`config.mk`:
```
export PLATFORM = sky130hd
export DESIGN_NAME = probe_pin_mux_flat
export DESIGN_NICKNAME = d
export VERILOG_FILES = /design/src/core/probe_pkg.sv /design/src/core/probe_sel_if.sv /design/src/core/probe_pin_mux.sv /design/src/flat_wrapper.sv
export SDC_FILE = /design/constraint.sdc
export NUM_CORES = 1
export LEC_CHECK = 0
export BUFFER_PORTS_ARGS = -buffer_cell sky130_fd_sc_hd__buf_2
export CAP_MARGIN = 20
export CORE_AREA = 10 10 51 53
export CTS_BUF_LIST = sky130_fd_sc_hd__clkbuf_4 sky130_fd_sc_hd__clkbuf_8 sky130_fd_sc_hd__clkbuf_16
export DETAILED_ROUTE_END_ITERATION = 8
export DIE_AREA = 0 0 61 63
export PLACE_DENSITY = 0.73
export RECOVER_POWER = 100
export SLEW_MARGIN = 20
export SYNTH_ARGS = -nofsm -noshare
export SYNTH_HDL_FRONTEND = slang
export SYNTH_SLANG_ARGS = --single-unit
```
`constraint.sdc`:
```
create_clock -name mclk -period 0.8 [get_ports mclk]
set_input_delay 0.16 -clock mclk [delete_from_list [all_inputs] [get_ports mclk]]
set_output_delay 0.16 -clock mclk [all_outputs]
set_load 0.05 [all_outputs]
```
`src/core/probe_pkg.sv`:
```
/*
 * probe_pkg: register map, field layout, selector codes and test-bus
 * group codes of the self-test and signal-probe block.
 * assumes: one core clock, register port decoded by the top module.
 */
package probe_pkg;
	// register indices on the plain register port
	localparam logic [3:0] addr_aux_probe_select = 4'h0;
	localparam logic [3:0] addr_probe_bus_group = 4'h1;
	localparam logic [3:0] addr_selftest_arm = 4'h2;
	localparam logic [3:0] addr_dac_one = 4'h3;
	localparam logic [3:0] addr_dac_two = 4'h4;
	localparam logic [3:0] addr_command = 4'h5;
	localparam logic [3:0] addr_fifo_data = 4'h6;
	localparam logic [3:0] addr_fifo_level = 4'h7;
	localparam logic [3:0] addr_status = 4'h8;
	localparam logic [3:0] addr_bus_bit_sel = 4'h9;

	localparam logic [7:0] rst_aux_probe_select = 8'h00;
	localparam logic [4:0] rst_probe_bus_group = 5'h00;
	localparam logic [7:0] rst_selftest_arm = 8'h00;
	localparam logic [5:0] rst_dac = 6'h00;

	localparam logic [7:0] selftest_arm_code = 8'h09;
	localparam logic [3:0] cmd_idle = 4'h0;
	localparam logic [3:0] cmd_settings_store = 4'h1;
	localparam logic [3:0] cmd_checksum_calc = 4'h3;
	localparam logic [3:0] cmd_soft_reset = 4'hf;

	localparam logic [4:0] group_receiver = 5'h07;
	localparam logic [4:0] group_oscillator = 5'h0d;

	// field positions of aux_probe_select
	localparam int sel_one_lsb = 4;
	localparam int sel_two_lsb = 0;

	localparam int signature_len = 64;
	localparam int clear_len = 25;
	localparam logic [7:0] fifo_depth = 8'h40;

	typedef enum logic [3:0] {
		src_tristate = 4'b0000,
		src_dac_reg = 4'b0001,
		src_correlation = 4'b0010,
		src_res3 = 4'b0011,
		src_minimum_level = 4'b0100,
		src_adc_i = 4'b0101,
		src_adc_q = 4'b0110,
		src_res7 = 4'b0111,
		src_res8 = 4'b1000,
		src_res9 = 4'b1001,
		src_high = 4'b1010,
		src_low = 4'b1011,
		src_tx_active = 4'b1100,
		src_rx_active = 4'b1101,
		src_subcarrier = 4'b1110,
		src_bus_bit = 4'b1111
	} probe_src_t;

	typedef enum logic [1:0] {
		st_idle = 2'b00,
		st_run = 2'b01,
		st_done = 2'b10
	} selftest_state_t;
endpackage

```
`src/core/probe_sel_if.sv`:
```
/*
 * probe_sel_if: carries one auxiliary pin's selector and DAC value to the
 * pin mux, and the mux's drive decision back.
 * assumes: both ends on the same core clock.
 */
`timescale 1ns/1ns
`default_nettype none
interface probe_sel_if;
	probe_pkg::probe_src_t source;
	logic [5:0] dac_value;
	logic [5:0] dac_level;
	logic dig_level;
	logic drive_en;
	logic analog_en;
	modport ctrl (output source, output dac_value, input dac_level, input dig_level,
		input drive_en, input analog_en);
	modport mux (input source, input dac_value, output dac_level, output dig_level,
		output drive_en, output analog_en);
endinterface
`default_nettype wire

```
`src/core/probe_pin_mux.sv`:
```
/*
 * probe_pin_mux: decodes one 4-bit auxiliary source selector into a DAC
 * code or a digital level with output enable.
 * assumes: internal probe signals already synchronous to mclk.
 */
`timescale 1ns/1ns
`default_nettype none
module probe_pin_mux (
	input wire logic mclk,
	input wire logic rstn,
	probe_sel_if.mux sel,
	input wire logic [5:0] correlation_signal,
	input wire logic [5:0] minimum_level_signal,
	input wire logic [5:0] adc_i_sample,
	input wire logic [5:0] adc_q_sample,
	input wire logic transmitter_active,
	input wire logic receiver_active,
	input wire logic subcarrier_detected,
	input wire logic single_probe_bus_bit
);
	logic [5:0] dac_d;
	logic dig_d;
	logic drv_d;
	logic ana_d;

	// source decode; reserved codes park the pin undriven and the dac at zero
	always_comb begin
		dac_d = 6'h00;
		dig_d = 1'b0;
		drv_d = 1'b0;
		ana_d = 1'b0;
		unique case (sel.source)
			probe_pkg::src_tristate: drv_d = 1'b0;
			probe_pkg::src_dac_reg: begin
				dac_d = sel.dac_value;
				ana_d = 1'b1;
			end
			probe_pkg::src_correlation: begin
				dac_d = correlation_signal;
				ana_d = 1'b1;
			end
			probe_pkg::src_minimum_level: begin
				dac_d = minimum_level_signal;
				ana_d = 1'b1;
			end
			probe_pkg::src_adc_i: begin
				dac_d = adc_i_sample;
				ana_d = 1'b1;
			end
			probe_pkg::src_adc_q: begin
				dac_d = adc_q_sample;
				ana_d = 1'b1;
			end
			probe_pkg::src_high: begin
				dig_d = 1'b1;
				drv_d = 1'b1;
			end
			probe_pkg::src_low: drv_d = 1'b1;
			probe_pkg::src_tx_active: begin
				dig_d = transmitter_active;
				drv_d = 1'b1;
			end
			probe_pkg::src_rx_active: begin
				dig_d = receiver_active;
				drv_d = 1'b1;
			end
			probe_pkg::src_subcarrier: begin
				dig_d = subcarrier_detected;
				drv_d = 1'b1;
			end
			probe_pkg::src_bus_bit: begin
				dig_d = single_probe_bus_bit;
				drv_d = 1'b1;
			end
			default: drv_d = 1'b0; // reserved codes stay inactive
		endcase
	end

	// registered so the pin never glitches through decode
	always_ff @(posedge mclk or negedge rstn) begin
		if (!rstn) begin
			sel.dac_level <= 6'h00;
			sel.dig_level <= 1'b0;
			sel.drive_en <= 1'b0;
			sel.analog_en <= 1'b0;
		end else begin
			sel.dac_level <= dac_d;
			sel.dig_level <= dig_d;
			sel.drive_en <= drv_d;
			sel.analog_en <= ana_d;
		end
	end
endmodule
`default_nettype wire

```
`src/flat_wrapper.sv`:
```
// flat-port wrapper written by rule: the top's interface ports become plain ports
module probe_pin_mux_flat 
  (mclk, rstn, correlation_signal, minimum_level_signal, adc_i_sample, adc_q_sample, transmitter_active, receiver_active, subcarrier_detected, single_probe_bus_bit, sel_source, sel_dac_value, sel_dac_level, sel_dig_level, sel_drive_en, sel_analog_en);
  probe_sel_if sel_i ();
  input wire logic mclk;
  input wire logic rstn;
  input wire logic [5:0] correlation_signal;
  input wire logic [5:0] minimum_level_signal;
  input wire logic [5:0] adc_i_sample;
  input wire logic [5:0] adc_q_sample;
  input wire logic transmitter_active;
  input wire logic receiver_active;
  input wire logic subcarrier_detected;
  input wire logic single_probe_bus_bit;
  input wire logic [$bits(sel_i.source)-1:0] sel_source;
  input wire logic [$bits(sel_i.dac_value)-1:0] sel_dac_value;
  output wire logic [$bits(sel_i.dac_level)-1:0] sel_dac_level;
  output wire logic [$bits(sel_i.dig_level)-1:0] sel_dig_level;
  output wire logic [$bits(sel_i.drive_en)-1:0] sel_drive_en;
  output wire logic [$bits(sel_i.analog_en)-1:0] sel_analog_en;
  assign sel_i.source = sel_source;
  assign sel_i.dac_value = sel_dac_value;
  assign sel_dac_level = sel_i.dac_level;
  assign sel_dig_level = sel_i.dig_level;
  assign sel_drive_en = sel_i.drive_en;
  assign sel_analog_en = sel_i.analog_en;
  probe_pin_mux u_core (.mclk(mclk), .rstn(rstn), .sel(sel_i), .correlation_signal(correlation_signal), .minimum_level_signal(minimum_level_signal), .adc_i_sample(adc_i_sample), .adc_q_sample(adc_q_sample), .transmitter_active(transmitter_active), .receiver_active(receiver_active), .subcarrier_detected(subcarrier_detected), .single_probe_bus_bit(single_probe_bus_bit));
endmodule
```
Word level (Yosys, flattened, before mapping)
Cells that the tools add are included.
{ "word_totals": {"reg_bits": 9, "input_bits": 40, "output_inout_bits": 9, "elab_cells": 21} }
{ "op_classes": {"eq_ne": 11, "mux": 4, "n_reduce_logical": 2} }
{ "ops": {"columns": ["op", "n"], "rows": [
  ["6-bit case mux with 5 select lines", 1],
  ["4-bit equality test, second input constant", 6],
  ["4-bit by 3-bit equality test with 1-bit output, second input constant", 3],
  ["6-bit OR reduction", 1],
  ["1-bit case mux with 5 select lines", 1],
  ["5-bit OR reduction", 1],
  ["4-bit by 1-bit equality test with 1-bit output, second input constant", 1],
  ["4-bit by 2-bit equality test with 1-bit output, second input constant", 1],
  ["1-bit two-way mux", 2]
]} }

Depth between registers and ports, before layout
{ "logic_depth": {"depth_word": 3, "mapped_depth": 5, "depth_no_buf": 3} }

Worst setup path after synthesis
No wires, ideal clock.
{ "synth_timing": {"path_type": "input port to flip-flop", "start": "in sel_source[0]", "end": "reg u_core.sel.dac_level[0]", "setup_ns": 0.066, "t_arrival_ns": 0.995, "required_ns": 0.734, "slack_ns": -0.261, "cell_stages": 5, "n_path_buf": 2, "cell_sequence": "buf_2 > or3b_1 > buf_2 > nor2_1 > a221o_1"} }
{ "synth_between": {"elab_chain_cells": 2, "elab_cells_between_ends": 6, "classes_between": "eq/ne: 5; mux: 1"} }
{ "synth_rtl": {"columns": ["item", "line_no", "rtl"], "rows": [
  ["from (decl)", "flat_wrapper.sv:15", "input wire logic [$bits(sel_i.source)-1:0] sel_source;"],
  ["4-bit by 3-bit equality test with 1-bit output (tied with other cells)", "probe_pin_mux.sv:32", "unique case (sel.source)"],
  ["6-bit case mux with 5 select lines (*)", "probe_pin_mux.sv:32", null],
  ["named net u_core.dac_d[0]", "probe_pin_mux.sv:21", "logic [5:0] dac_d;"],
  ["to (signal assigned)", "probe_pin_mux.sv:82", "sel.dac_level <= 6'h00;"],
  ["to (signal assigned)", "probe_pin_mux.sv:87", "sel.dac_level <= dac_d;"],
  ["to (decl)", "probe_sel_if.sv:17", "modport mux (input source, input dac_value, output dac_level, output dig_level,"]
]} }
Mark *: on every way through the listed nets, which the timed path passes. The rest lies on a longest branch.

Final worst setup path
{ "layout_timing": {"start": "reg u_core.sel.dac_level[0]", "end": "out sel_dac_level[0]"} }
{ "layout_lines": {"columns": ["item", "line_no", "rtl"], "rows": [
  ["to (decl)", "flat_wrapper.sv:17", "output wire logic [$bits(sel_i.dac_level)-1:0] sel_dac_level;"]
]} }
No word-level cell between the ends.

==> reports/results.txt <==
Status: complete, but fails checks
Violated checks: setup timing
Post-detailed-routing wire length: 1950 um
Most common cell in the netlist: dfrtp_1
Htree depth: 1
WL/cell: 15.6 um
Critical path's slowest cell: dfrtp_1
First-pass GRT wire length: 2980 um
Slew Viols, Final: 0
Critical path arrival: 0.78 ns
Unrepaired setup endpoints after global routing: yes
Startpoint Class: flop
Clock Sinks: 9
Final RePlAce weighted congestion: 0.765
I/O pin count: 49
Final worst-path cycle share: 118%
Setup crit end kind: output pin
Layout cells sized above 1: 59.3%
CP Buf/Inv Count: 1
Number of core rows: 15
Antenna Nets Post-Route: 0
Library cells used by synthesis: 18
Leak pwr: 0.522 nW
CP cell instances: buf_6
Initial antenna violation count: 0
Setup TNS: -1.47 ns
Synth Warn #: 0
Hold Vio Cnt, Final: 0
Post-synth ARST share: 100%
Worst min path class: primary input to flop
Tot GR Track Use: 10.0%
Setup CP Type: flop to output pin
Clock root buffer: clkbuf_4
Top cells by instance count after synthesis: 9 x dfrtp_1, 7 x mux2i_1, 6 x a221o_1, 6 x a22o_1, 6 x nor2_1
Setup WS pre-CTS: -0.331 ns
EDFF count, synth: 0
WP depth: 1
Data required time at the worst endpoint: 0.64 ns
Via count: 631
Core ar.: 1650 um2
Total chip power: 1.34 mW
CTS buffer count: 3
Via/cell ratio: 5.05
Met1 WL: 749 um
N_diodes: 0
Met3 wire len: 172 um
CP Max Fanout: 1
Post-layout nets: 149
DR DRC count: 0
Final setup violation count: 15
Syn Inst Count: 52
CTS tree: yes
Area Overhead vs Synth: 76.4%
Total grt overflow: 0
Hpwl dp: 1610 um
DR pass1 iterations: 4
VDD IR max: 469 uV
Cell area after layout: 980 um2
Worst-path clk slew: 0.06 ns
Sequential share of the synthesized area: 40.5%
Period minus WS final: 0.945 ns
Avg Inst Size Synth: 10.7 um2
Hold Path Cell Cnt: 2
Die X: 61 um
Pin count of the biggest net entering global routing: 10
Synth area leaders: dfrtp_1 41%, mux2i_1 13%, a221o_1 11%
Flops & latches, synth: 9
Main synth FF type: dfrtp_1
DRT iter0 DRCs: 9
Synth top area share: 40.5%
Top cell type by total area after synthesis: dfrtp_1
Maxcap violations: 0
Clock buffer depth: 2
Vias in the first global route: 698
Worst Tran Pin Value: 0.430 ns
Syn Nets: 92
Crit path max-delay family: flip-flops
Metal2 WL: 983 um
Top Metal Used: met4
Placed Area: 848 um2
PwrDens: 1370 nW/um2
Starting Density: 33.6%
Slowest stage delay, CP: 0.37 ns
Area of the mapped netlist: 556 um2
Die ar.: 3840 um2
Max Clock Freq: 1060 MHz
PortBufs: 48
Die height: 63 um
Final WS setup: -0.145 ns
Relative slew slack: 71.4%
-- state kept, by name, indices dropped and copies added (netlist names) --
register,flops
u_core.sel.dac_level,6
u_core.sel.analog_en,1
u_core.sel.dig_level,1
u_core.sel.drive_en,1
-- layout make-up --
cell class	count	area, um2
fillers	156	672
repair buffers	56	377
multi-input cells	39	327
flip-flops and latches	9	225
clock buffers	4	30.0
well taps	17	21.3
-- final timing paths --
| path | end | slack [ns] | start |
|---|---|---|---|
| worst min-delay path | u_core.sel.dac_level[2] | 0.13 | adc_i_sample[2] |
| worst max-delay path | sel_dac_level[0] | -0.14 | u_core.sel.dac_level[0] |
| max in group asynchronous | u_core.sel.dac_level[5] | 0.15 | rstn |
| min in group asynchronous | u_core.sel.dig_level | 0.35 | rstn |
-- per-layer routing --
layer  vias up  GRT usage [%]
met5         -              0
met4         0           5.77
met3         5           2.44
met2        32           17.6
met1       283           9.92
li1        311              -
-- power breakdown --
part	leakage [nW]	internal (mW)	switching, mW
registers	0.118	0.486	0.0133
clock network	0.0184	0.225	0.147
logic	0.385	0.233	0.240
-- layout by cell type, fill, tap and decap left out, drive strengths merged --
| cell type | Yosys | layout |
|---|---|---|
| mux2i | 7 | 7 |
| nor3 | 1 | 1 |
| or2b | 1 | 1 |
| nand4 | 1 | 1 |
| dfrtp | 9 | 9 |
| nor2 | 7 | 7 |
| and3 | 1 | 1 |
| nor3b | 1 | 1 |
| a22o | 6 | 6 |
| or3b | 1 | 1 |
| dlygate4sd3 | 0 | 1 |
| a221o | 6 | 6 |
| o21a | 2 | 2 |
| nor2b | 3 | 3 |
| o21ai | 1 | 1 |
| buf | 4 | 52 |
| clkbuf | 0 | 7 |
| a211oi | 1 | 1 |
-- per-stage QoR --
stage                     hold slack, ns  std cells  util, %
after floorplan                   -0.136         52        -
after global placement           0.00805        118     51.4
after detailed placement         0.00941        118     51.4
after CTS                          0.125        125     60.3
after global routing               0.148        125     59.3
final                              0.131        125     59.3
-- logic make-up after synthesis --
kind of cell / count (synthesis) / synth area share, %
flops: 9 / 40.5
compound gates: 16 / 25.2
buf+inv: 4 / 4.73
mux: 7 / 12.6
simple gates: 16 / 16.9
-- what timing repair did --
item	in CTS	in global routing
gates resized for setup	24	8
buffers inserted	1	0
pin swaps	5	3
endpoints found under the hold margin	9	0
setup endpoints to repair	15	14
hold buffers	1	0
cloned	1	0
No activity file was read; power rests on OpenSTA's default activity.
